[config.mk]
export PLATFORM = sky130hd
export DESIGN_NAME = position_error_clear_gear
export DESIGN_NICKNAME = d
export VERILOG_FILES = /design/src/inc/pos_err_pkg.sv /design/src/verilog/position_error_clear_gear.sv
export SDC_FILE = /design/constraint.sdc
export NUM_CORES = 1
export LEC_CHECK = 0
export BUFFER_PORTS_ARGS = -buffer_cell sky130_fd_sc_hd__buf_2
export CAP_MARGIN = 0
export CORE_MARGIN = 3
export CORE_UTILIZATION = 30
export DETAILED_ROUTE_END_ITERATION = 10
export GPL_TIMING_DRIVEN = 0
export SLEW_MARGIN = 10
export SYNTH_ARGS = -nofsm -noshare
export SYNTH_HDL_FRONTEND = slang
export SYNTH_SLANG_ARGS = --single-unit
[constraint.sdc]
create_clock -name ref_clk -period 15.15 [get_ports ref_clk]
set_input_delay 3.03 -clock ref_clk [delete_from_list [all_inputs] [get_ports ref_clk]]
set_output_delay 3.03 -clock ref_clk [all_outputs]
set_load 0.02 [all_outputs]
[src/inc/pos_err_pkg.sv]
package pos_err_pkg;
    // ********************
    // widths and encodings
    // ********************
    localparam int ERR_W = 32;
    localparam int GEAR_W = 16;
    localparam int MODE_W = 2;
    localparam logic [1:0] MODE_CLR_SOFF = 2'h0;
    localparam logic [1:0] MODE_NO_CLR = 2'h1;
    localparam logic [1:0] MODE_CLR_SOFF_OT = 2'h2;
    localparam logic [31:0] ERR_RESET = 32'h0000_0000;
    localparam logic [15:0] NUM_RESET = 16'h0001;
    localparam logic [15:0] DEN_RESET = 16'h0001;
    localparam logic [15:0] REM_RESET = 16'h0000;
    // ******************
    // register map (bytes)
    // ******************
    localparam logic [3:0] OFS_CTRL = 4'h0;
    localparam logic [3:0] OFS_NUM = 4'h4;
    localparam logic [3:0] OFS_DEN = 4'h8;
    localparam logic [3:0] OFS_ERR = 4'hc;
    localparam int CTRL_MODE_LSB = 0;
    localparam int CTRL_WIDTH_BIT = 2;
    localparam int CTRL_FILT_BIT = 3;
    localparam int CTRL_SON_BIT = 4;
    localparam int CTRL_CLR_BIT = 5;
endpackage

[src/verilog/position_error_clear_gear.sv]
// The placing of the registers and the Wishbone slave port were chosen for this implementation.
`timescale 1ns/1ns
module position_error_clear_gear #(
    parameter int ERR_W = pos_err_pkg::ERR_W
) (
    // clock and reset
    input wire logic ref_clk,
    input wire logic nrst,
    // classic wishbone slave
    input wire logic cyc_i,
    input wire logic stb_i,
    input wire logic we_i,
    input wire logic [3:0] adr_i,
    input wire logic [3:0] sel_i,
    input wire logic [31:0] dat_i,
    output logic [31:0] dat_o,
    output logic ack_o,
    // reference and feedback pulses
    input wire logic refPulse,
    input wire logic refDir,
    input wire logic fbPulse,
    input wire logic fbDir,
    // drive status and clear pin
    input wire logic errorClearN,
    input wire logic servoOn,
    input wire logic overtravel,
    input wire logic zeroClampStop,
    // towards the position loop
    output logic loopEnable,
    output logic [ERR_W-1:0] posError,
    output logic inputNoiseFilterSel
);
    // ********************
    // state
    // ********************
    typedef struct packed {
        logic [ERR_W-1:0] err;
        logic [15:0] num;
        logic [15:0] den;
        logic [15:0] rem;
        logic [1:0] mode;
        logic width;
        logic filt;
        logic ack;
        logic [31:0] rdat;
        logic loopEn;
    } state_type;
    state_type st_r, st_nxt;

    logic [16:0] acc;
    logic [16:0] units;
    logic autoClr;
    logic [ERR_W-1:0] delta;
    logic [15:0] effNum;
    logic req;
    logic [31:0] ctrlRd;

    // ********************
    // next state
    // ********************
    always_comb begin
        st_nxt = st_r;
        req = cyc_i && stb_i && !st_r.ack;
        st_nxt.ack = req;

        // ********************
        // electronic gear
        // ********************
        // 16-bit gear in use only when selected; otherwise unity gearing
        effNum = st_r.width ? st_r.num : st_r.den;
        // reference unit scaled by num/den, remainder kept so no pulse is lost while num <= 2*den
        acc = {1'b0, st_r.rem};
        units = 17'h0;
        if (refPulse) begin
            acc = {1'b0, st_r.rem} + {1'b0, effNum};
            units = 17'h0;
            // two passes suffice only while num <= 2*den; larger ratios saturate at 2
            if (acc >= {1'b0, st_r.den}) begin
                acc = acc - {1'b0, st_r.den};
                units = 17'h1;
            end
            if (acc >= {1'b0, st_r.den}) begin
                acc = acc - {1'b0, st_r.den};
                units = 17'h2;
            end
        end
        st_nxt.rem = acc[15:0];
        delta = ERR_W'(units);

        // ********************
        // error counter
        // ********************
        // servo off does not stop accumulation by itself
        if (refDir) begin
            st_nxt.err = st_r.err + delta;
        end else begin
            st_nxt.err = st_r.err - delta;
        end
        if (fbPulse) begin
            if (fbDir) begin
                st_nxt.err = st_nxt.err - ERR_W'(1);
            end else begin
                st_nxt.err = st_nxt.err + ERR_W'(1);
            end
        end

        // ********************
        // automatic and pin clear
        // ********************
        unique case (st_r.mode)
            pos_err_pkg::MODE_CLR_SOFF: begin
                autoClr = !servoOn;
            end
            pos_err_pkg::MODE_NO_CLR: begin
                autoClr = 1'b0;
            end
            pos_err_pkg::MODE_CLR_SOFF_OT: begin
                autoClr = !servoOn || (overtravel && !zeroClampStop);
            end
            default: begin
                // the spare code behaves as no automatic clear
                autoClr = 1'b0;
            end
        endcase
        // a clear wins over pulses in the same cycle
        if (!errorClearN || autoClr) begin
            st_nxt.err = ERR_W'(pos_err_pkg::ERR_RESET);
            st_nxt.rem = pos_err_pkg::REM_RESET;
        end

        // ********************
        // position loop
        // ********************
        st_nxt.loopEn = errorClearN && servoOn;

        // ********************
        // register access
        // ********************
        // read-only servo state sits beside the writable fields
        ctrlRd = 32'h0;
        ctrlRd[pos_err_pkg::CTRL_MODE_LSB +: pos_err_pkg::MODE_W] = st_r.mode;
        ctrlRd[pos_err_pkg::CTRL_WIDTH_BIT] = st_r.width;
        ctrlRd[pos_err_pkg::CTRL_FILT_BIT] = st_r.filt;
        ctrlRd[pos_err_pkg::CTRL_SON_BIT] = servoOn;
        // a write takes effect at the edge that raises ack
        st_nxt.rdat = 32'h0;
        if (req) begin
            unique case (adr_i)
                pos_err_pkg::OFS_CTRL: begin
                    st_nxt.rdat = ctrlRd;
                    if (we_i && sel_i[0]) begin
                        st_nxt.mode = dat_i[pos_err_pkg::CTRL_MODE_LSB +: pos_err_pkg::MODE_W];
                        st_nxt.width = dat_i[pos_err_pkg::CTRL_WIDTH_BIT];
                        st_nxt.filt = dat_i[pos_err_pkg::CTRL_FILT_BIT];
                    end
                end
                pos_err_pkg::OFS_NUM: begin
                    st_nxt.rdat = {16'h0, st_r.num};
                    if (we_i && sel_i[0]) begin
                        st_nxt.num[7:0] = dat_i[7:0];
                    end
                    if (we_i && sel_i[1]) begin
                        st_nxt.num[15:8] = dat_i[15:8];
                    end
                end
                pos_err_pkg::OFS_DEN: begin
                    st_nxt.rdat = {16'h0, st_r.den};
                    if (we_i && sel_i[0]) begin
                        st_nxt.den[7:0] = dat_i[7:0];
                    end
                    if (we_i && sel_i[1]) begin
                        st_nxt.den[15:8] = dat_i[15:8];
                    end
                    if (we_i && sel_i[1:0] != 2'h0 && st_nxt.den == 16'h0) begin
                        // zero denominator would stall the remainder logic
                        st_nxt.den = pos_err_pkg::DEN_RESET;
                    end
                end
                pos_err_pkg::OFS_ERR: begin
                    st_nxt.rdat = 32'(st_r.err);
                end
                default: begin
                    // unmapped offsets read as zero and ignore writes
                    st_nxt.rdat = 32'h0;
                end
            endcase
        end
    end

    // ********************
    // registers
    // ********************
    always_ff @(posedge ref_clk or negedge nrst) begin
        if (!nrst) begin
            st_r.err <= ERR_W'(pos_err_pkg::ERR_RESET);
            st_r.num <= pos_err_pkg::NUM_RESET;
            st_r.den <= pos_err_pkg::DEN_RESET;
            st_r.rem <= pos_err_pkg::REM_RESET;
            st_r.mode <= pos_err_pkg::MODE_CLR_SOFF;
            st_r.width <= 1'b0;
            st_r.filt <= 1'b0;
            st_r.ack <= 1'b0;
            st_r.rdat <= 32'h0;
            st_r.loopEn <= 1'b0;
        end else begin
            st_r <= st_nxt;
        end
    end

    assign ack_o = st_r.ack;
    assign dat_o = st_r.rdat;
    assign posError = st_r.err;
    assign loopEnable = st_r.loopEn;
    assign inputNoiseFilterSel = st_r.filt;
endmodule

==> flow_summary.ini, run 1 <==
[outcome]
status = complete, no violations

[clock_tree]
clkSlewWorstSetupHoldPaths_ns = 0.06
clockRootBuffer = clkbuf_16
cts-hold-fix-buffers = 0
clkSinkCount = 118
cts_tree = done
clk_latency_ns = 0.43
postCtsSetupRepairBufs = 0
cts_max_level = 4
cts_buffers = 17
clk_path_buf_depth = 2
post_cts_resized = 0

[detailed_routing]
wl_per_cell_microns = 18.05
wl_microns = 34380
final_antenna_net_count = 0
first_pass_iters = 5
via_per_inst = 5.322
drcViolationCount = 0
num_vias = 10140
drtIter0Drc = 823

[placed_design]
port_buffers = 101
placed_area_sq_mm = 0.01224
hpwl_microns = 27200
place.gp.congestion = 0.9197
place_ws_ns = 1.759

[global_routing]
grt_usage_pct = 17.21
grt_antenna_before_repair = 2
grt_pass1_vias = 9500
grt_pass1_wl_microns = 53140
grt_max_degree = 84
overflow = 0

[synthesis]
ys_seq_area_share_pct = 26.66
postSynthCellCount = 1308
avgSynthCellArea_sq_um = 8.474
synthTopCellsByArea = dfrtp_1, ha_1, xnor2_1
synth_cell_type_count = 76
netlist_area_sq_mm = 0.01108
ys_ff_latch = 118
ys.warnings.count = 0
synth_edf_count = 0
synth-main-ff-cell = dfrtp_1
synth_nets = 1478
synthArstFlopShare_pct = 100.0
synth_top_area_cell = dfrtp_1
yosysTopAreaCellShare_pct = 26.19

[worst_setup_path]
crit_family = compound AO/OA/AOI/OAI gates
crit_slowest_cell = a2111oi_0
start_kind = register
crit_path_end_kind = register
cp_data_arrival_time_ns = 14.00
rr_endpoint = posError[28]$_DFF_PN0_
crit_fanout = 16
cp_num_buf_inv = 5
worstReg2RegStart = ctrlRd[2]$_DFFE_PN0P_
r2r_cells = 50
r2r_slack_ns = 1.49
worst_path_largest_cell_delay_ns = 0.76
crit_required_ns = 15.49
crit_type = register to register
crit_top_cell = o21ai_0

[timing]
fin_skew_ns = 0.01319
finalWorstSetupSlack_ns = 1.488
rsz0062_at_grt = false
fin_setup_tns_ns = 0
fmax_ghz = 0.07320
tightest_slew_ns = 0.8774
setup_viol = 0
finalCriticalPeriod_ns = 13.66
final-hold-violation-count = 0
fin_crit_sh_pct = 90.18
maxSlewViolCount = 0
maxSlewHeadroom_pct = 41.19

[layout]
fin_util_pct = 35.61
nets = 1600
fin_area_sq_mm = 0.01282
num-fill-cells = 3657
drive_gt1_share_pct = 17.81
syn2layout_area_growth_pct = 15.64

[floorplan]
die_w_microns = 198.2
die_y_microns = 198.2
initial_core_util_pct = 30.79
row_count = 69
die-area_sq_mm = 0.03929
boundaryPins = 120
core_sq_mm = 0.03600

[worst_hold_path]
hold_class = register to register
hold_depth = 2
worstHoldEndpoint = st_r[44]$_DFFE_PN0P_
hp-start = st_r[44]$_DFFE_PN0P_

[run]
maxCapViolCount = 0
-- metal layers --
layer	share of wire (%)	global-route usage, %	vias to the layer above	routed length, microns
li1	-	-	4929	-
met1	47	24.43	4835	16310
met2	45	27.10	320	15480
met3	4.7	2.433	55	1617
met4	2.8	5.321	0	965
met5	0	0	-	0
-- final cells by class --
class                           instances  area, sq um  share of cell area (%)
Multi-Input combinational cell       1037         7317                   57.08
Inverter                               49        183.9                   1.435
Buffer                                104        640.6                   4.998
Antenna cell                            1        2.502                 0.01952
Clock inverter                         12        118.9                  0.9273
Sequential cell                       118         2955                   23.06
Tap cell                              461        576.8                   4.500
Clock buffer                           20        456.7                   3.563
Timing Repair Buffer                  103        566.8                   4.422
-- synthesized netlist by cell type, drive strengths merged, types with 12 or more instances --
library cell  number
a21o              43
nand2b            16
inv               49
dfrtp            116
ha               112
a21oi             91
nor2              95
mux2              34
mux2i             20
nand2            116
a31oi             13
nand3             32
buf               70
clkbuf            34
and3              14
o21ai            110
a22oi             12
xnor2             65
nor3              31
a211oi            15
and2              31
xor2              23
-- how the worst max path moves through the flow --
stage                                from                      to  slack [ns]  cells past startpoint
global placement    ctrlRd[2]$_DFFE_PN0P_  posError[28]$_DFF_PN0_        0.08                     47
finish              ctrlRd[2]$_DFFE_PN0P_  posError[28]$_DFF_PN0_        1.49                     50
floorplan           ctrlRd[2]$_DFFE_PN0P_  posError[28]$_DFF_PN0_        3.36                     49
global route        ctrlRd[2]$_DFFE_PN0P_  posError[31]$_DFF_PN0_        0.43                     52
CTS                 ctrlRd[2]$_DFFE_PN0P_  posError[28]$_DFF_PN0_        1.65                     48
detailed placement  ctrlRd[2]$_DFFE_PN0P_  posError[28]$_DFF_PN0_        1.76                     48
-- layout by cell type, fill, tap and decap left out, types with 14 or more instances in the layout --
master	netlist	layout
nor2_1	95	94
nand2_1	116	116
clkbuf_1	34	35
dfrtp_1	116	116
xnor2_1	65	65
mux2i_1	20	20
inv_1	49	49
nor3_1	31	30
buf_2	2	102
and2_1	31	31
o21ai_0	106	106
xor2_1	23	23
buf_4	64	64
a21o_1	43	43
clkbuf_16	0	17
nand3_1	32	32
and3_1	14	14
a21oi_1	90	90
mux2_2	32	32
a211oi_1	15	15
ha_1	112	112
nand2b_1	16	16
-- stage by stage --
| step | hold WS (ns) | instances |
|---|---|---|
| 3_3_place_gp | 0.4988 | 1870 |
| 5_1_grt | 0.5323 | 1905 |
| 6_report | 0.5076 | 1905 |
| 2_1_floorplan | 0.4555 | 1308 |
| 3_5_place_dp | 0.4995 | 1872 |
| 4_1_cts | 0.5137 | 1904 |
-- sequential cells by signal (all words and copies together), names as in the netlist --
signal / flops
ack_o: 1
ctrlRd: 3
dat_o: 32
inputNoiseFilterSel: 1
loopEnable: 1
posError: 32
st_r: 48
-- logic make-up (layout without fill, tap and decap cells) --
group / Yosys count / after routing / share of synthesized area [%]
other: 0 / 1 / 0
adder cells (fa/ha/maj): 117 / 117 / 13.55
multiplexers: 59 / 59 / 6.344
AND/OR/NAND/NOR: 395 / 395 / 17.26
AO/OA/AOI/OAI: 378 / 378 / 21.80
buffers and inverters: 153 / 288 / 7.439
flip-flops: 118 / 118 / 26.66
XOR/XNOR: 88 / 88 / 6.953
-- worst min-delay path, stage by stage, from the launching register on --
cell and delay, ns:
dfrtp_1 0.36, nand2_1 0.06, nand3_1 0.06
Power of run 1 is not shown: default switching activity piles up to over one toggle a cycle in this logic, so the estimate is an artifact.
==> run 2: changes to the inputs <==
--- a/config.mk
+++ b/config.mk
@@ -7,8 +7,10 @@
 export LEC_CHECK = 0
 export BUFFER_PORTS_ARGS = -buffer_cell sky130_fd_sc_hd__buf_2
 export CAP_MARGIN = 0
+export CORE_ASPECT_RATIO = 0.75
 export CORE_MARGIN = 3
 export CORE_UTILIZATION = 30
+export CTS_BUF_LIST = sky130_fd_sc_hd__clkbuf_4 sky130_fd_sc_hd__clkbuf_8
 export DETAILED_ROUTE_END_ITERATION = 10
 export GPL_TIMING_DRIVEN = 0
 export SLEW_MARGIN = 10
==> run 2 against run 1 <==
Compared with the run above: final area shrank 1.1%; core utilization down 0.58 points; worst setup slack got worse by 0.56 ns; die area is essentially flat; largest cell class unchanged; clock skew is 0.0063 ns higher.
==> flow_summary.ini, run 2 (synthesis results as in run 1) <==
[outcome]
status = complete, no violations

[clock_tree]
cts_tree = done
postCtsSetupRepairBufs = 0
cts_buffers = 17
clkSlewWorstSetupHoldPaths_ns = 0.08
clk_latency_ns = 0.49
cts-hold-fix-buffers = 0
clk_path_buf_depth = 2
post_cts_resized = 0
cts_max_level = 4
clockRootBuffer = clkbuf_8
clkSinkCount = 118

[timing]
maxSlewHeadroom_pct = 22.09
rsz0062_at_grt = false
fin_skew_ns = 0.01944
finalCriticalPeriod_ns = 14.22
fin_crit_sh_pct = 93.88
tightest_slew_ns = 1.160
maxSlewViolCount = 0
setup_viol = 0
final-hold-violation-count = 0
fin_setup_tns_ns = 0
fmax_ghz = 0.07031

[worst_setup_path]
crit_family = compound AO/OA/AOI/OAI gates
crit_type = register to register
crit_required_ns = 15.53
cp_num_buf_inv = 3
crit_slowest_cell = a2111oi_0
crit_path_end_kind = register
cp_data_arrival_time_ns = 14.61
worst_path_largest_cell_delay_ns = 0.83
start_kind = register
crit_top_cell = o21ai_0
crit_fanout = 15

[placed_design]
place.gp.congestion = 0.9200
port_buffers = 101
dp.cells = 1906
hpwl_microns = 28070

[floorplan]
boundaryPins = 120
core_sq_mm = 0.03618
die-area_sq_mm = 0.03931
die_w_microns = 228.0
initial_core_util_pct = 30.63
die_y_microns = 172.5
row_count = 60

[layout]
largest_register_ffs = 48
largest_register = st_r
final_cell_mix = nand2_1, dfrtp_1, ha_1
drive_gt1_share_pct = 17.70
nets = 1600
num-fill-cells = 3852
syn2layout_area_growth_pct = 14.35
stdcell_count = 1938

[global_routing]
grt_antenna_before_repair = 2
grt_pass1_wl_microns = 53990
grt_pass1_vias = 9325
grt_usage_pct = 17.75
overflow = 0
grt_max_degree = 61

[detailed_routing]
num_vias = 10250
first_pass_iters = 5
final_antenna_net_count = 0
wl_microns = 35800
drtIter0Drc = 976
wl_per_cell_microns = 18.47
drcViolationCount = 0
via_per_inst = 5.287

[run]
maxCapViolCount = 0

[worst_hold_path]
hold_class = register to register
-- run 2: final cells by class --
class / count / area, sq um / share of cell area (%)
Antenna cell: 1 / 2.502 / 0.01974
Buffer: 104 / 640.6 / 5.054
Clock buffer: 19 / 261.5 / 2.063
Clock inverter: 11 / 152.6 / 1.204
Inverter: 49 / 183.9 / 1.451
Multi-Input combinational cell: 1038 / 7318 / 57.74
Sequential cell: 118 / 2955 / 23.32
Tap cell: 496 / 620.6 / 4.896
Timing Repair Buffer: 102 / 539.3 / 4.255
-- run 2: metrics by stage --
stage                     setup slack [ns]  area (sq um)  hold slack, ns  utilization [%]
after detailed placement             1.114         12250          0.4829            33.86
after CTS                            1.022         12670          0.4954            35.00
after global routing                0.1531         12670          0.5427            35.02
after global placement             -0.1495         12210          0.4760            33.74
after floorplan                      3.356         11080          0.4555                -
final                               0.9264         12670          0.5000            35.03
-- run 2: final timing paths --
path | startpoint | to | slack (ns) | cells after the start
worst max-delay path | ctrlRd[2]$_DFFE_PN0P_ | posError[28]$_DFF_PN0_ | 0.93 | 47
worst min-delay path | st_r[44]$_DFFE_PN0P_ | st_r[44]$_DFFE_PN0P_ | 0.50 | 2
worst max register to register | ctrlRd[2]$_DFFE_PN0P_ | posError[28]$_DFF_PN0_ | 0.93 | 47
worst min register to register | st_r[44]$_DFFE_PN0P_ | st_r[44]$_DFFE_PN0P_ | 0.50 | 2
max in group asynchronous | nrst | st_r[70]$_DFFE_PN1P_ | 11.81 | 2
min in group asynchronous | nrst | posError[23]$_DFF_PN0_ | 2.55 | 1
-- run 2: per-layer routing --
layer / track usage, % / vias up / wire length [microns]
met2: 24.48 / 407 / 13980
li1: - / 4917 / -
met4: 4.279 / 0 / 445
met5: 0 / - / 0
met1: 27.42 / 4890 / 17990
met3: 4.134 / 32 / 3384
-- run 2: worst min-delay path, stage by stage, from the launching register on --
cell and delay [ns]:
dfrtp_1 0.36, nand2_1 0.05, nand3_1 0.06
Power of run 2 is left out for the same reason.
